`config.mk`:
```
export PLATFORM = sky130hd
export DESIGN_NAME = vcf_top
export DESIGN_NICKNAME = d
export VERILOG_FILES = /design/src/rtl/vcf_pkg.sv /design/src/rtl/vcf_top.sv /design/src/rtl/vcf_cic2.sv
export VERILOG_INCLUDE_DIRS = /design/src /design/src/rtl
export SDC_FILE = /design/constraint.sdc
export NUM_CORES = 1
export LEC_CHECK = 0
export CORE_UTILIZATION = 45
export DETAILED_ROUTE_END_ITERATION = 10
export DONT_BUFFER_PORTS = 1
export SYNTH_ARGS = -nofsm -noshare
export SYNTH_HDL_FRONTEND = slang
export SYNTH_SLANG_ARGS = --single-unit
```
`constraint.sdc`:
```
create_clock -name clk -period 11.6 [get_ports clk]
set_input_delay 0 -clock clk [delete_from_list [all_inputs] [get_ports clk]]
set_output_delay 0 -clock clk [all_outputs]
set_load 0.01 [all_outputs]
```
`src/rtl/vcf_params.svh`:
```
// Purpose: Shared constants of the vibration comb filter and tip alert
// Assumes: 20 MHz system clock, 14-bit two's complement samples at 1024 LSB/g
// Notes:   Counts derive from times and rates by expression
`ifndef VCF_PARAMS_SVH
`define VCF_PARAMS_SVH

// ****************************************************************
// Clock and filter sample clock
// ****************************************************************
`define VCF_CLK_HZ       20000000
`define VCF_FS_MAX_HZ    100000
`define VCF_FS_DIV_BASE  (`VCF_CLK_HZ / `VCF_FS_MAX_HZ)
`define VCF_RATE_SLOWEST 3'h5

// ****************************************************************
// Comb filter shape and decimation
// ****************************************************************
`define VCF_SUM_LAST     9'h1FF
`define VCF_DECIM_LAST   11'h7FF
`define VCF_DECIM_FIRST  11'h000
`define VCF_NORM_LSB     18

// ****************************************************************
// Low-g lockout and power-on wait
// ****************************************************************
`define VCF_LOWG_LSB     14'sh180
`define VCF_PWRON_MS     30
`define VCF_PWRON_CYC    ((`VCF_CLK_HZ / 1000) * `VCF_PWRON_MS)

`endif

```
`src/rtl/vcf_pkg.sv`:
```
// Purpose: Types of the vibration comb filter and tip alert
// Assumes: Constants come from vcf_params.svh
// Notes:   Nothing here is imported; use vcf_pkg::name
package vcf_pkg;

  // Alert pin states
  typedef enum logic [1:0] {
    VCF_ALERT_NORMAL,
    VCF_ALERT_TIP,
    VCF_ALERT_FAULT
  } vcf_alert_e;

  typedef logic signed [13:0] vcf_sample_t;
  typedef logic signed [31:0] vcf_acc_t;

endpackage

```
`src/rtl/vcf_top.sv`:
```
// Purpose: Vibration comb filter, filtered output rate and tip alert pin
// Assumes: Samples, rate select, tip and fault come from logic on clk
// Notes:   Alert pin is two signals; pin level is resolved outside
// Summary of operation
// - Alert pin driven low when all normal
// - Tip-over event drives alert pin high
// - Sensor fault releases alert pin to high-Z
// - Samples pass a second-order comb filter
// - Response is squared normalized 512-sample sum
// - Six sample clocks, 100 kHz down by halves
// - Output rate is sample clock over 2048
// - Both axes under 0.375 g lock alert out
`timescale 1ns/1ps
`include "vcf_params.svh"

module vcf_top #(
  parameter int FS_DIV      = `VCF_FS_DIV_BASE, // Clocks per 100 kHz sample
  parameter int PWRON_CYC   = `VCF_PWRON_CYC    // Clocks of power-on wait
) (
  input  wire logic                 clk,          // 20 MHz system clock
  input  wire logic                 rst_n,        // Synchronous reset, active low
  input  wire logic [2:0]           rate_sel,     // Sample clock step, 0 fastest
  input  wire vcf_pkg::vcf_sample_t sample_x,     // Raw X sample
  input  wire vcf_pkg::vcf_sample_t sample_y,     // Raw Y sample
  input  wire logic                 tip_detect,   // Angle logic reports tip-over
  input  wire logic                 sensor_fault, // Self-test reports a fault
  output vcf_pkg::vcf_sample_t      filt_x,       // Filtered X result
  output vcf_pkg::vcf_sample_t      filt_y,       // Filtered Y result
  output logic                      filt_valid,   // Pulse on new result
  output logic                      fs_tick,      // Filter sample clock enable
  output logic                      low_g_lock,   // Low-g lockout active
  output logic                      bus_ready,    // Power-on wait elapsed
  output logic                      alert_o,      // Alert pin output value
  output logic                      alert_oe      // Alert pin output enable
);

  logic [2:0]                 rate_eff;
  logic [12:0]                div_cnt;
  logic [12:0]                div_last;
  logic [10:0]                samp_cnt;
  logic                       dump_en;
  logic                       out_load;
  logic [19:0]                pwr_cnt;
  logic                       tip_live;
  vcf_pkg::vcf_alert_e        alert_state;
  vcf_pkg::vcf_alert_e        next_alert;
  vcf_pkg::vcf_sample_t       axis_in  [2];
  vcf_pkg::vcf_sample_t       axis_out [2];

  // ****************************************************************
  // Helpers
  // ****************************************************************
  // Magnitude below the lockout level
  function automatic logic below_lowg(input vcf_pkg::vcf_sample_t v);
    below_lowg = (v < `VCF_LOWG_LSB) && (v > -`VCF_LOWG_LSB);
  endfunction

  // ****************************************************************
  // Filter sample clock divider
  // ****************************************************************
  // Unused codes fall to the slowest clock
  assign rate_eff = (rate_sel > `VCF_RATE_SLOWEST) ? `VCF_RATE_SLOWEST : rate_sel;
  assign div_last = 13'((FS_DIV << rate_eff) - 1);

  // Period doubles with each rate step
  always_ff @(posedge clk) begin
    if (!rst_n) begin
      div_cnt <= '0;
    end else if (div_cnt >= div_last) begin
      div_cnt <= '0;
    end else begin
      div_cnt <= div_cnt + 13'h1;
    end
  end

  assign fs_tick = rst_n && (div_cnt >= div_last);

  // ****************************************************************
  // Sample and decimation counter
  // ****************************************************************
  always_ff @(posedge clk) begin
    if (!rst_n) begin
      samp_cnt <= '0;
    end else if (fs_tick) begin
      samp_cnt <= samp_cnt + 11'h1;
    end
  end

  // Dump every 512 samples, publish every 2048
  assign dump_en  = fs_tick && (samp_cnt[8:0] == `VCF_SUM_LAST);
  assign out_load = fs_tick && (samp_cnt == `VCF_DECIM_FIRST);

  // ****************************************************************
  // Per-axis comb filters
  // ****************************************************************
  assign axis_in[0] = sample_x;
  assign axis_in[1] = sample_y;

  generate
    for (genvar g = 0; g < 2; g++) begin : g_axis
      vcf_cic2 u_cic (
        .clk     (clk),
        .rst_n   (rst_n),
        .smp_en  (fs_tick),
        .dump_en (dump_en),
        .din     (axis_in[g]),
        .dout    (axis_out[g])
      );
    end
  endgenerate

  // ****************************************************************
  // Filtered result hold
  // ****************************************************************
  // Results stand until the next one replaces them
  always_ff @(posedge clk) begin
    if (!rst_n) begin
      filt_x     <= '0;
      filt_y     <= '0;
      filt_valid <= 1'b0;
    end else begin
      filt_valid <= out_load;
      if (out_load) begin
        filt_x <= axis_out[0];
        filt_y <= axis_out[1];
      end
    end
  end

  // ****************************************************************
  // Power-on wait
  // ****************************************************************
  // Tells bus logic when the host may first talk
  always_ff @(posedge clk) begin
    if (!rst_n) begin
      pwr_cnt   <= '0;
      bus_ready <= 1'b0;
    end else if (pwr_cnt >= 20'(PWRON_CYC - 1)) begin
      bus_ready <= 1'b1;
    end else begin
      pwr_cnt <= pwr_cnt + 20'h1;
    end
  end

  // ****************************************************************
  // Low-g lockout and alert pin
  // ****************************************************************
  // Lock out on the filtered values of both axes
  always_ff @(posedge clk) begin
    if (!rst_n) begin
      low_g_lock <= 1'b0;
    end else begin
      low_g_lock <= below_lowg(filt_x) && below_lowg(filt_y);
    end
  end

  assign tip_live = tip_detect && !low_g_lock;

  // Fault outranks tip, tip outranks normal
  always_comb begin
    if (sensor_fault) begin
      next_alert = vcf_pkg::VCF_ALERT_FAULT;
    end else if (tip_live) begin
      next_alert = vcf_pkg::VCF_ALERT_TIP;
    end else begin
      next_alert = vcf_pkg::VCF_ALERT_NORMAL;
    end
  end

  always_ff @(posedge clk) begin
    if (!rst_n) begin
      alert_state <= vcf_pkg::VCF_ALERT_NORMAL;
    end else begin
      alert_state <= next_alert;
    end
  end

  // Pin drive from the state flop
  always_comb begin
    case (alert_state)
      vcf_pkg::VCF_ALERT_TIP: begin
        alert_o  = 1'b1;
        alert_oe = 1'b1;
      end
      vcf_pkg::VCF_ALERT_FAULT: begin
        alert_o  = 1'b0;
        alert_oe = 1'b0;
      end
      default: begin
        alert_o  = 1'b0;
        alert_oe = 1'b1;
      end
    endcase
  end
endmodule

```
`src/rtl/vcf_cic2.sv`:
```
// Purpose: Second-order integrate and dump running-sum filter for one axis
// Assumes: dump_en only ever coincides with smp_en, once per 512 samples
// Notes:   Output is the squared 512-sum response scaled down by 512 squared
`timescale 1ns/1ps
`include "vcf_params.svh"

module vcf_cic2 (
  input  wire logic                 clk,     // System clock
  input  wire logic                 rst_n,   // Synchronous reset, active low
  input  wire logic                 smp_en,  // Filter sample clock enable
  input  wire logic                 dump_en, // Last sample of a 512 block
  input  wire vcf_pkg::vcf_sample_t din,     // Raw sample
  output vcf_pkg::vcf_sample_t      dout     // Normalized filter result
);

  vcf_pkg::vcf_acc_t din_ext;
  vcf_pkg::vcf_acc_t integ1;
  vcf_pkg::vcf_acc_t integ2;
  vcf_pkg::vcf_acc_t prev2;
  vcf_pkg::vcf_acc_t prev1;
  vcf_pkg::vcf_acc_t comb1;
  vcf_pkg::vcf_acc_t comb2;
  vcf_pkg::vcf_acc_t next_comb1;

  // ****************************************************************
  // Integrators at the sample rate
  // ****************************************************************
  assign din_ext = {{18{din[13]}}, din};

  // Two cascaded accumulators, wrap is harmless
  always_ff @(posedge clk) begin
    if (!rst_n) begin
      integ1 <= '0;
      integ2 <= '0;
    end else if (smp_en) begin
      integ1 <= integ1 + din_ext;
      integ2 <= integ2 + integ1;
    end
  end

  // ****************************************************************
  // Differencers at the dump rate
  // ****************************************************************
  assign next_comb1 = integ2 - prev2;

  // Two cascaded differences give the squared running sum
  always_ff @(posedge clk) begin
    if (!rst_n) begin
      prev2 <= '0;
      prev1 <= '0;
      comb1 <= '0;
      comb2 <= '0;
    end else if (dump_en) begin
      prev2 <= integ2;
      comb1 <= next_comb1;
      prev1 <= next_comb1;
      comb2 <= next_comb1 - prev1;
    end
  end

  // Divide by 512 squared
  assign dout = comb2[31:`VCF_NORM_LSB];
endmodule

```
==> reports/metrics.csv <==
metric,value,unit
hold_depth,5,
clock-sinks,361,
hold_buffers,36,
grt_pass1_wl,91400,microns
finalSetupTns,0,ns
synth_area,24000,sq um
io_buffer_count,0,
worstSetupPathType,reg2reg,
endpoint_kind,register,
rsz0062_at_grt,no,
tightest_slew,1.28,ns
final_nets,3344,
syn_inst,3066,
syn_to_final_growth,9.49,%
ir_drop,105,uV
num_antenna_cells,0,
p_leak,11.9,nW
design_area,26300,sq um
setup_ws,6.22,ns
drive_above_1_share,0.0345,
track_usage,0.200,
drv_cap,0,
reg2reg_depth,24,
drt-pass1-iter-count,5,
tritoncts,built,
place_area,24500,sq um
start_util,0.457,
post_cts_buffers,0,
synth_seq_area_share,0.301,
power_density,102,nW/um^2
dpl.hpwl,38200,microns
clk_pin_slew,0.06,ns
drc,0,
fill_cells,5094,
vias,20500,
cts-resized-gates,0,
placementRows,84,
async_flop_share,0,
ys.flop_type,dfxtp_1,
dieArea,54400,sq um
synth-seq-cells,361,
hp-class,in2reg,
syn-num-nets,3369,
antenna_found_initial,0,
ys_types,84,
final_antenna_net_count,0,
h-tree-depth,2,
max_freq,0.186,GHz
clockBufferDepth,3,
min_period,5.38,ns
preCtsSetupSlack,6.19,ns
maxSlewHeadroom,0.150,
numCtsBuffers,45,
dieHeight,233,microns
synth_edf_count,0,
clkLatencyLatePin,0.57,ns
final-hold-violation-count,0,
root_buffer,clkbuf_16,
drv_slew,0,
grt_max_degree,313,
worst_setup_path_start_kind,register,
die_w,233,microns
ys_warn_count,0,
wl_per_cell,14.6,microns
fin_crit_sh,0.464,
avgSynthCellArea,7.84,sq um
status,"complete, no violations",
core,52700,sq um
grt_pass1_vias,18900,
ios,69,
drt_iter0_markers,1036,
crit_fanout,4,
crit_required,12.02,ns
setup_violations,0,
gr-total-overflow,0,
drt_wl_total,54800,microns
via_per_inst,5.44,
place_congestion,0.861,
finClkSkew,0.0113,ns
arrival,5.80,ns
[per-layer routing]
metal	global-route usage	routed length (microns)
met1	0.288	28700
met2	0.307	22800
met3	0.0265	1970
met4	0.0611	1300
met5	0	0
[cell type report]
class	count	area [sq um]	area share
Clock inverter	16	135	0.00513
Inverter	187	702	0.0267
Timing Repair Buffer	43	430	0.0164
Sequential cell	361	7230	0.275
Clock buffer	62	1270	0.0482
Multi-Input combinational cell	2403	15700	0.596
Tap cell	688	861	0.0327
[logic make-up (layout without fill, tap and decap cells)]
kind of cell / count (synthesis) / count (layout) / share of synthesized area
simple gates: 1129 / 1129 / 0.217
compound gates: 799 / 799 / 0.216
flops: 361 / 361 / 0.301
buf+inv: 302 / 308 / 0.0485
fa+ha+maj: 268 / 268 / 0.141
xor+xnor: 205 / 205 / 0.0753
mux: 2 / 2 / 0.000833
[report_power, final]
| group | internal, mW | switching (mW) |
|---|---|---|
| registers | 1.24 | 0.00220 |
| logic | 0.0317 | 0.0510 |
| clock network | 0.804 | 0.548 |
| total | 2.08 | 0.601 |
[state kept, by name (all words and copies together) (netlist names), 11 cells and up]
name                 count
samp_cnt                11
div_cnt                 13
g_axis.u_cic.integ1     64
g_axis.u_cic.comb2      28
g_axis.u_cic.integ2     64
g_axis.u_cic.prev2      64
g_axis.u_cic.prev1      64
pwr_cnt                 20
filt_x                  14
filt_y                  14
[placed cells by master, fill, tap and decap left out, drive strengths merged, types with 108 or more instances in the layout]
cell type    n
a21o       108
a21oi      200
dfxtp      361
ha         262
inv        186
nand2      554
nand3      179
nor2       120
o21ai      197
xnor2      131
[final timing paths]
path | end | slack, ns | from
setup reg to reg | g_axis[0].u_cic.comb2[31]$_SDFFE_PN0P_ | 6.22 | g_axis[0].u_cic.integ2[0]$_SDFFE_PN0P_
hold / removal | g_axis[1].u_cic.integ1[23]$_SDFFE_PN0P_ | 0.05 | sample_y[13]
setup / recovery | g_axis[0].u_cic.comb2[31]$_SDFFE_PN0P_ | 6.22 | g_axis[0].u_cic.integ2[0]$_SDFFE_PN0P_
hold reg to reg | filt_y[13]$_SDFFE_PN0P_ | 0.44 | g_axis[1].u_cic.comb2[31]$_SDFFE_PN0P_
[worst max-delay path: stages, from the launching register on]
cell and delay, ns:
dfxtp_1 0.32, inv_1 0.07, ha_1 0.16, inv_1 0.05, fa_1 0.40, a21o_1 0.19
a21oi_1 0.22, o21bai_1 0.11, o31a_1 0.27, a211o_1 0.33, a31oi_1 0.26, o21ai_1 0.16
a31oi_1 0.22, xnor2_1 0.17, ha_1 0.29, o21a_1 0.20, a221o_1 0.33, a31oi_1 0.21
o21ai_1 0.20, a211oi_2 0.36, o21ai_1 0.14, a21oi_1 0.23, o21bai_1 0.10, xnor3_1 0.19
o21ai_1 0.05
[cells in the mapped netlist, types with 47 or more instances]
master,instances,area share
o21ai_1,108,0.022
a21boi_1,47,0.015
nand3_1,179,0.037
xnor2_1,131,0.048
dfxtp_1,361,0.30
a21o_1,108,0.034
nand2_1,554,0.086
ha_1,262,0.14
o21ai_0,88,0.018
clkbuf_1,85,0.013
nor2_1,120,0.019
inv_1,183,0.029
a21oi_1,198,0.041
and2_1,48,0.012
xor2_1,73,0.027
[metrics by stage]
stage / hold WS (ns) / cells / utilization / power [mW]
floorplan: 0.0762 / 3066 / - / 1.33
global placement: 0.0808 / 3646 / 0.466 / 1.32
detailed placement: 0.0855 / 3646 / 0.466 / 1.32
CTS: 0.0127 / 3760 / 0.500 / 2.72
global route: 0.0861 / 3760 / 0.500 / 2.78
finish: 0.0513 / 3760 / 0.500 / 2.68
Power figures use the tool's default switching activity.
